===== src/design/usb_node_consts.svh =====
`ifndef USB_NODE_CONSTS_SVH
`define USB_NODE_CONSTS_SVH

// ****************************************************************
// Register addresses on the CPU memory bus
// ****************************************************************
`define NODE_MAIN_CONTROL_ADDR 24'hFFFD80
`define NODE_STATE_CONTROL_ADDR 24'hFFFD8A
`define MAIN_EVENT_SUMMARY_ADDR 24'hFFFD8C
`define MAIN_EVENT_MASK_ADDR 24'hFFFD8E
`define ALTERNATE_EVENT_ADDR 24'hFFFD90
`define NEGATIVE_ACK_EVENT_ADDR 24'hFFFD9C
`define FIFO_LEVEL_ALERT_ADDR 24'hFFFDA0

// ****************************************************************
// Field positions
// ****************************************************************
`define CTRL_ENABLE_BIT 0
`define CTRL_ATTACHED_BIT 3
`define STATE_FIELD_LSB 0
`define STATE_FIELD_MSB 1
`define EV_WARN_BIT 0
`define EV_ALT_BIT 1
`define EV_TX_BIT 2
`define EV_FRAME_BIT 3
`define EV_NAK_BIT 4
`define EV_LOCK_BIT 5
`define EV_RX_BIT 6
`define MASK_MASTER_BIT 7
`define EV_STICKY_SET 7'h3B

// ****************************************************************
// Reset values
// ****************************************************************
`define CTRL_RESET 8'h00
`define STATE_RESET 2'h0
`define SUMMARY_RESET 7'h00
`define MASK_RESET 8'h00
`define RDATA_RESET 8'h00

`endif


===== src/design/usb_node_pkg.sv =====
package usb_node_pkg;

  // Node functional states in field order: 00, 01, 10, 11.
  typedef enum logic [1:0] {
    state_bus_reset,
    state_wakeup,
    state_running,
    state_sleep
  } node_state_t;

  // Event inputs from the alternate, transmit, receive, NAK, alert and frame logic.
  typedef struct packed {
    logic fifo_alert_set;
    logic alt_set;
    logic tx_pending;
    logic frame_update;
    logic nak_set;
    logic frame_timer_unlocked;
    logic rx_pending;
    logic bus_activity;
  } node_events_t;

  // Transceiver controls.
  typedef struct packed {
    logic oe;
    logic se0;
    logic k;
    logic suspend;
  } xcvr_ctrl_t;

endpackage


===== src/design/event_flag.sv =====
`timescale 1ns/1ns
module event_flag
(
  // Clock and reset
  input wire logic clk,
  input wire logic rst_n,
  // Control
  input wire logic wipe,
  input wire logic set,
  input wire logic clr,
  // State
  output logic flag
);

  logic next_flag;

  // A set arriving with a clear keeps the flag; only a node wipe beats it.
  assign next_flag = wipe ? 1'b0 : (set | (flag & ~clr));

  always_ff @(posedge clk or negedge rst_n)
  begin
    if (!rst_n)
      flag <= 1'b0;
    else
      flag <= next_flag;
  end

endmodule


===== src/design/usb_node_control_events.sv =====
// How it works
// - Disable stops clock, wipes registers, forces SE0.
// - Control: bit0 enable, bit3 attached, rest zero.
// - Detached node holds SE0 on the bus.
// - Reset or disable clears the attached bit.
// - Attached node releases bus outside wake-up, accepts hub reset.
// - Two-bit state field, clears to bus reset.
// - Bus reset state disables all endpoint pipes.
// - Wake-up state drives resume K signalling.
// - Sleep: suspend transceiver, reset endpoints, freeze rest.
// - Bus activity while sleeping raises resume flag.
// - Event summary read-only, fixed bit order, clears.
// - Alert summary set by events, cleared reading alerts.
// - Alternate summary set, cleared reading alternate register.
// - Transmit summary follows pending transmit events.
// - Frame bit on counter update, read clears.
// - NAK summary set, cleared reading NAK register.
// - Lock change on unlocked edges, read clears.
// - Receive summary follows pending receive events.
// - Summary bit 7 reads zero; mask holds master.
// - Mask bits gate events, read/write, clear.
`timescale 1ns/1ns
`include "usb_node_consts.svh"

module usb_node_control_events
  import usb_node_pkg::*;
(
  // Clock and reset
  input wire logic clk,
  input wire logic rst_n,
  // CPU memory bus
  input wire logic [23:0] cpu_addr,
  input wire logic cpu_rd,
  input wire logic cpu_wr,
  input wire logic [7:0] cpu_wdata,
  output logic [7:0] cpu_rdata,
  // Events from the rest of the node
  input wire node_events_t events,
  // Transceiver and node control
  output xcvr_ctrl_t xcvr,
  output logic node_clk_en,
  output logic rx_path_en,
  output logic pipes_disable,
  output logic ep_reset,
  output logic node_freeze,
  output logic resume_event,
  output logic node_irq
);

  // ****************************************************************
  // Address decode
  // ****************************************************************
  function automatic logic hit(input logic [23:0] a, input logic [23:0] reg_addr);
    hit = (a == reg_addr);
  endfunction

  wire ctrl_sel = hit(cpu_addr, `NODE_MAIN_CONTROL_ADDR);
  wire state_sel = hit(cpu_addr, `NODE_STATE_CONTROL_ADDR);
  wire summary_sel = hit(cpu_addr, `MAIN_EVENT_SUMMARY_ADDR);
  wire mask_sel = hit(cpu_addr, `MAIN_EVENT_MASK_ADDR);
  wire alt_read = cpu_rd & hit(cpu_addr, `ALTERNATE_EVENT_ADDR);
  wire nak_read = cpu_rd & hit(cpu_addr, `NEGATIVE_ACK_EVENT_ADDR);
  wire alert_read = cpu_rd & hit(cpu_addr, `FIFO_LEVEL_ALERT_ADDR);
  wire summary_read = cpu_rd & summary_sel;

  // ****************************************************************
  // Control and state registers
  // ****************************************************************
  logic node_enable;
  logic node_attached;
  node_state_t node_state_field;
  logic [7:0] main_event_mask;
  logic [6:0] summary;
  logic unlocked_prev;

  localparam logic [7:0] CTRL_RST = `CTRL_RESET;
  localparam logic [6:0] SUMMARY_RST = `SUMMARY_RESET;

  wire ctrl_wr = cpu_wr & ctrl_sel;
  wire state_wr = cpu_wr & state_sel & node_enable;
  wire mask_wr = cpu_wr & mask_sel & node_enable;

  wire next_enable = ctrl_wr ? cpu_wdata[`CTRL_ENABLE_BIT] : node_enable;
  // Attach only sticks while the node stays enabled.
  wire next_attached = ctrl_wr ? (cpu_wdata[`CTRL_ATTACHED_BIT] & cpu_wdata[`CTRL_ENABLE_BIT])
                               : (node_attached & node_enable);
  // Wipe on the disabling write itself, so no register outlives the enable bit by a cycle.
  wire node_wipe = ~next_enable;

  always_ff @(posedge clk or negedge rst_n)
  begin
    if (!rst_n)
    begin
      node_enable <= CTRL_RST[`CTRL_ENABLE_BIT];
      node_attached <= CTRL_RST[`CTRL_ATTACHED_BIT];
    end
    else
    begin
      node_enable <= next_enable;
      node_attached <= next_attached;
    end
  end

  wire node_state_t next_state = node_wipe ? node_state_t'(`STATE_RESET)
                               : state_wr ? node_state_t'(cpu_wdata[`STATE_FIELD_MSB:`STATE_FIELD_LSB])
                               : node_state_field;
  wire [7:0] next_mask = node_wipe ? `MASK_RESET : mask_wr ? cpu_wdata : main_event_mask;

  always_ff @(posedge clk or negedge rst_n)
  begin
    if (!rst_n)
    begin
      node_state_field <= node_state_t'(`STATE_RESET);
      main_event_mask <= `MASK_RESET;
    end
    else
    begin
      node_state_field <= next_state;
      main_event_mask <= next_mask;
    end
  end

  // ****************************************************************
  // Main event summary
  // ****************************************************************
  // Disabling the node stops its clock, so no event may land while wiped.
  wire lock_edge = events.frame_timer_unlocked ^ unlocked_prev;
  logic [6:0] ev_set;
  logic [6:0] ev_clr;

  assign ev_set[`EV_WARN_BIT] = events.fifo_alert_set;
  assign ev_clr[`EV_WARN_BIT] = alert_read;
  assign ev_set[`EV_ALT_BIT] = events.alt_set;
  assign ev_clr[`EV_ALT_BIT] = alt_read;
  assign ev_set[`EV_TX_BIT] = events.tx_pending;
  assign ev_clr[`EV_TX_BIT] = 1'b0;
  assign ev_set[`EV_FRAME_BIT] = events.frame_update;
  assign ev_clr[`EV_FRAME_BIT] = summary_read;
  assign ev_set[`EV_NAK_BIT] = events.nak_set;
  assign ev_clr[`EV_NAK_BIT] = nak_read;
  assign ev_set[`EV_LOCK_BIT] = lock_edge;
  assign ev_clr[`EV_LOCK_BIT] = summary_read;
  assign ev_set[`EV_RX_BIT] = events.rx_pending;
  assign ev_clr[`EV_RX_BIT] = 1'b0;

  localparam logic [6:0] STICKY = `EV_STICKY_SET;

  genvar i;
  generate
    for (i = 0; i < 7; i++)
    begin : g_ev
      if (STICKY[i])
      begin : g_sticky
        event_flag u_flag (
          .clk(clk),
          .rst_n(rst_n),
          .wipe(node_wipe),
          .set(ev_set[i] & node_enable),
          .clr(ev_clr[i]),
          .flag(summary[i])
        );
      end
      else
      begin : g_level
        // Transmit and receive summaries mirror their pending level, so they clear
        // only once every status bit behind them is clear.
        logic level;

        always_ff @(posedge clk or negedge rst_n)
        begin
          if (!rst_n)
            level <= SUMMARY_RST[i];
          else
            level <= ev_set[i] & ~node_wipe;
        end

        assign summary[i] = level;
      end
    end
  endgenerate

  always_ff @(posedge clk or negedge rst_n)
  begin
    if (!rst_n)
      unlocked_prev <= 1'b0;
    else
      unlocked_prev <= events.frame_timer_unlocked;
  end

  // ****************************************************************
  // Read data
  // ****************************************************************
  wire [7:0] ctrl_view = {4'h0, node_attached, 2'h0, node_enable};
  wire [7:0] state_view = {6'h00, node_state_field};
  wire [7:0] summary_view = {1'b0, summary};
  wire [7:0] next_rdata = !cpu_rd ? cpu_rdata
                        : ctrl_sel ? ctrl_view
                        : state_sel ? state_view
                        : summary_sel ? summary_view
                        : mask_sel ? main_event_mask
                        : 8'h00;

  always_ff @(posedge clk or negedge rst_n)
  begin
    if (!rst_n)
      cpu_rdata <= `RDATA_RESET;
    else
      cpu_rdata <= next_rdata;
  end

  // ****************************************************************
  // Transceiver and node outputs
  // ****************************************************************
  logic st_reset;
  logic st_wake;
  logic st_sleep;

  always_comb
  begin
    st_reset = 1'b0;
    st_wake = 1'b0;
    st_sleep = 1'b0;
    unique case (node_state_field)
      state_bus_reset: st_reset = 1'b1;
      state_wakeup: st_wake = 1'b1;
      state_running: st_reset = 1'b0;
      state_sleep: st_sleep = 1'b1;
    endcase
  end

  wire force_se0 = ~node_enable | ~node_attached;
  wire drive_k = ~force_se0 & st_wake;
  wire irq_cause = main_event_mask[`MASK_MASTER_BIT] & |(summary & main_event_mask[6:0]);
  xcvr_ctrl_t next_xcvr;

  // The attached node drives only for resume K; otherwise it listens for hub reset.
  assign next_xcvr = '{oe: force_se0 | drive_k, se0: force_se0, k: drive_k, suspend: st_sleep};

  always_ff @(posedge clk or negedge rst_n)
  begin
    if (!rst_n)
    begin
      xcvr <= '{oe: 1'b1, se0: 1'b1, k: 1'b0, suspend: 1'b0};
      node_clk_en <= 1'b0;
      rx_path_en <= 1'b0;
      pipes_disable <= 1'b1;
      ep_reset <= 1'b0;
      node_freeze <= 1'b0;
      resume_event <= 1'b0;
      node_irq <= 1'b0;
    end
    else
    begin
      xcvr <= next_xcvr;
      node_clk_en <= node_enable;
      rx_path_en <= ~force_se0;
      pipes_disable <= st_reset;
      ep_reset <= st_sleep;
      node_freeze <= st_sleep;
      resume_event <= st_sleep & events.bus_activity & node_enable;
      node_irq <= irq_cause;
    end
  end
endmodule


===== config.mk =====
export PLATFORM = sky130hd
export DESIGN_NAME = usb_node_control_events
export DESIGN_NICKNAME = d
export VERILOG_FILES = /design/src/design/usb_node_pkg.sv /design/src/design/event_flag.sv /design/src/design/usb_node_control_events.sv
export VERILOG_INCLUDE_DIRS = /design/src /design/src/design
export SDC_FILE = /design/constraint.sdc
export NUM_CORES = 1
export LEC_CHECK = 0
export ABC_AREA = 1
export BUFFER_PORTS_ARGS = -buffer_cell sky130_fd_sc_hd__buf_2
export CAP_MARGIN = 20
export CORE_ASPECT_RATIO = 1.5
export CORE_MARGIN = 5
export CORE_UTILIZATION = 55
export DETAILED_ROUTE_END_ITERATION = 8
export PLACE_DENSITY = 0.83
export SETUP_SLACK_MARGIN = 0.02
export SYNTH_ARGS = -nofsm -noshare
export SYNTH_HDL_FRONTEND = slang
export SYNTH_HIERARCHICAL = 1
export SYNTH_SLANG_ARGS = --single-unit

===== constraint.sdc =====
create_clock -name clk -period 2.73 [get_ports clk]
set_input_delay 0.546 -clock clk [delete_from_list [all_inputs] [get_ports clk]]
set_output_delay 0.546 -clock clk [all_outputs]
set_load 0.02 [all_outputs]

==> impl_metrics.env <==
export IMPL_fp_coreArea_mm2=0.00361
export IMPL_slew_headroom_pct=47.4
export IMPL_utilization_pct=67.3
export IMPL_r2r_end="main_event_mask[2]$_DFFE_PN0P_"
export IMPL_syn2layout_area_growth_pct=21.3
export IMPL_synthesis_area_mm2=0.00201
export IMPL_synth_commonest_cells="74 x nand2_1, 51 x inv_1, 34 x dfrtp_1"
export IMPL_hold_viol_final=0
export IMPL_skew_ns=0.00991
export IMPL_nets=372
export IMPL_synthFlopType="dfrtp_1"
export IMPL_ys_ff_latch=37
export IMPL_hold_path_class="input pin to async pin"
export IMPL_cts_resized=0
export IMPL_synth_xor_xnor_area_share_pct=0
export IMPL_synth_compound_area_share_pct=8.86
export IMPL_yosysMostFrequentCell="nand2_1"
export IMPL_dr_pass1_iters=4
export IMPL_ys_warn_count=6
export IMPL_worst_pin_slew_ns=0.789
export IMPL_crit_fanout=14
export IMPL_synth_top_area_cell="dfrtp_1"
export IMPL_setup_violations_final=0
export IMPL_hold_buffers=0
export IMPL_grt_pass1_wl_um=8000
export IMPL_num_io_pins=63
export IMPL_htree_num_levels=2
export IMPL_cp_arrival_ns=1.97
export IMPL_grt_max_degree=38
export IMPL_critical_path_class="input pin to flop"
export IMPL_crit_top_cell="nor2_1"
export IMPL_drt_wl_total_um=4690
export IMPL_status="complete, no violations"
export IMPL_clockBufferDepth=2
export IMPL_overflow=0
export IMPL_clk_latency_ns=0.29
export IMPL_start_util_pct=55.5
export IMPL_cts_setup_buffers=0
export IMPL_portBuffers=62
export IMPL_track_usage_pct=20.8
export IMPL_worst_path_largest_cell_delay_ns=0.31
export IMPL_fin_ws_ns=0.935
export IMPL_cts_buffers=5
export IMPL_drc=0
export IMPL_vias_per_cell=5.02
export IMPL_dieHeight_um=84.0
export IMPL_p_leak_nw=1.36
export IMPL_r2r_cells=8
export IMPL_finalSetupTns_ns=0
export IMPL_drt_iter0_drc=84
export IMPL_ant_nets=0
export IMPL_netlist_area_leader_share_pct=42.4
export IMPL_rsz0062_at_grt="false"
export IMPL_rrSetupSlack_ns=1.24
export IMPL_async_reset_ff_share_pct=100
export IMPL_period_needed_ns=1.79
export IMPL_avgSynthCellArea_um2=7.57
export IMPL_crit_path_end_kind="flop"
export IMPL_gp_congestion=0.853
export IMPL_numClockSinks=37
export IMPL_vias=1869
export IMPL_crit_path_top_delay_cell="inv_1"
export IMPL_diodes=0
export IMPL_pre_cts_slack_ns=0.632
export IMPL_synth_fa_ha_area_share_pct=0
export IMPL_cts_tree="built"
export IMPL_ir_drop_mv=0.408
export IMPL_cp_top_family="simple AND/OR/NAND/NOR gates"
export IMPL_synth_edf_count=0
export IMPL_hpwlAfterDp_um=3750
export IMPL_ys_seq_area_share_pct=46.4
export IMPL_synth_distinct_cells=26
export IMPL_num_rows=27
export IMPL_synth_nets=309
export IMPL_max_cap_violations=0
export IMPL_wl_per_cell_um=12.6
export IMPL_cts_root_buf="clkbuf_8"
export IMPL_antenna_found_initial=0
export IMPL_synth_top_family_by_area="simple AND/OR/NAND/NOR gates"
export IMPL_power_density_mw_per_mm2=448
export IMPL_synth_cells=265
export IMPL_fp_dieW_um=59.3
export IMPL_cp_cell_sequence="buf_2, nor2_1, nand3_1, nor2_1, nand3_1, nand2_1, nand2_2, inv_1, nor2_1"
export IMPL_cp_required_ns=2.90
export IMPL_path_buf_inv=2
export IMPL_synth_simple_area_share_pct=31.8
export IMPL_path_clk_slew_ns=0.08
export IMPL_synthMuxAreaShare_pct=0
export IMPL_grt_pass1_vias=1919
export IMPL_r2r_start="node_enable$_DFF_PN0_"
export IMPL_finalMaxSlewViolations=0
export IMPL_dieArea_mm2=0.00498
export IMPL_synth_area_top_cells="dfrtp_1 42%, nand2_1 14%, inv_1 9.5%, nor2_1 5.6%, nand3_1 5.5%"
export IMPL_fmax_mhz=557
export IMPL_fin_crit_sh_pct=65.7
export IMPL_drive_gt1_share_pct=28.0
export IMPL_worstSetupStartpointType="input pin"
## power by group
group          switching, W  internal (W)  total [W]
Clock              0.000194      0.000273   0.000467
Sequential       0.00000112      0.000550   0.000551
Combinational     0.0000415     0.0000299  0.0000713
Total              0.000236      0.000853    0.00109
## cell type report
cell class	count	area, µm²
flip-flops and latches	37	930
repair buffers	63	318
well taps	43	53.8
inverters	52	200
fillers	333	1180
multi-input cells	169	816
clock buffers	5	68.8
clock inverters	3	46.3
## metrics by stage
stage	area, µm²	std cells	hold WS, ns	total power (W)
floorplan	2010	265	0.250	0.000585
global placement	2320	364	0.447	0.000632
detailed placement	2320	364	0.460	0.000634
CTS	2430	372	0.362	0.00110
global route	2430	372	0.394	0.00113
finish	2430	372	0.338	0.00109
## cell usage in the layout (no fill, tap or decap)
master,instances
dfstp_2,3
clkbuf_8,5
o22ai_1,5
nand2_1,74
a21oi_1,3
nand4_1,5
clkinv_4,2
nand2_2,5
nor3_1,2
buf_4,1
nor2_1,30
dfrtp_1,34
o21ai_0,9
a21oi_2,5
a21boi_0,1
bufinv_16,1
nor3_4,1
nor2_4,1
nand3_1,22
inv_1,51
nor2_8,1
buf_2,62
o21ai_2,3
a221oi_1,1
clkinvlp_4,1
nand3_4,1
## layer usage
metal	vias to the layer above	track usage (%)	part of all wire (%)
li1	937	-	-
met1	856	21.4	35
met2	62	38.2	56
met3	14	4.18	6.1
met4	0	9.07	2.6
met5	-	0	0
## cell families (layout without fill, tap and decap cells)
family	Yosys count	count (layout)
DFF	37	37
and+or+nand+nor	142	142
AOI/OAI and AO/OA	27	27
buffers and inverters	59	123
## registers in the layout (all words and copies together) (netlist names), 2 cells and up
| signal | flops |
|---|---|
| cpu_rdata | 8 |
| main_event_mask | 8 |
| g_ev.g_sticky.u_flag/flag | 5 |
| xcvr | 3 |
| g_ev.g_level.level | 2 |
| node_state_field | 2 |
## how the worst max path moves through the flow
stage | end | slack, ns | startpoint | depth (start not counted)
4_1_cts | g_ev[2].g_level.level$_DFF_PN0_ | 0.94 | cpu_addr[1] | 9
3_3_place_gp | g_ev[6].g_level.level$_DFF_PN0_ | 0.68 | cpu_addr[1] | 9
6_report | g_ev[6].g_level.level$_DFF_PN0_ | 0.94 | cpu_addr[1] | 9
3_5_place_dp | g_ev[2].g_level.level$_DFF_PN0_ | 0.63 | cpu_addr[1] | 9
5_1_grt | g_ev[2].g_level.level$_DFF_PN0_ | 0.68 | cpu_addr[1] | 9
2_1_floorplan | g_ev[2].g_level.level$_DFF_PN0_ | 1.08 | cpu_addr[17] | 9
No activity file was read; power rests on OpenSTA's default activity.
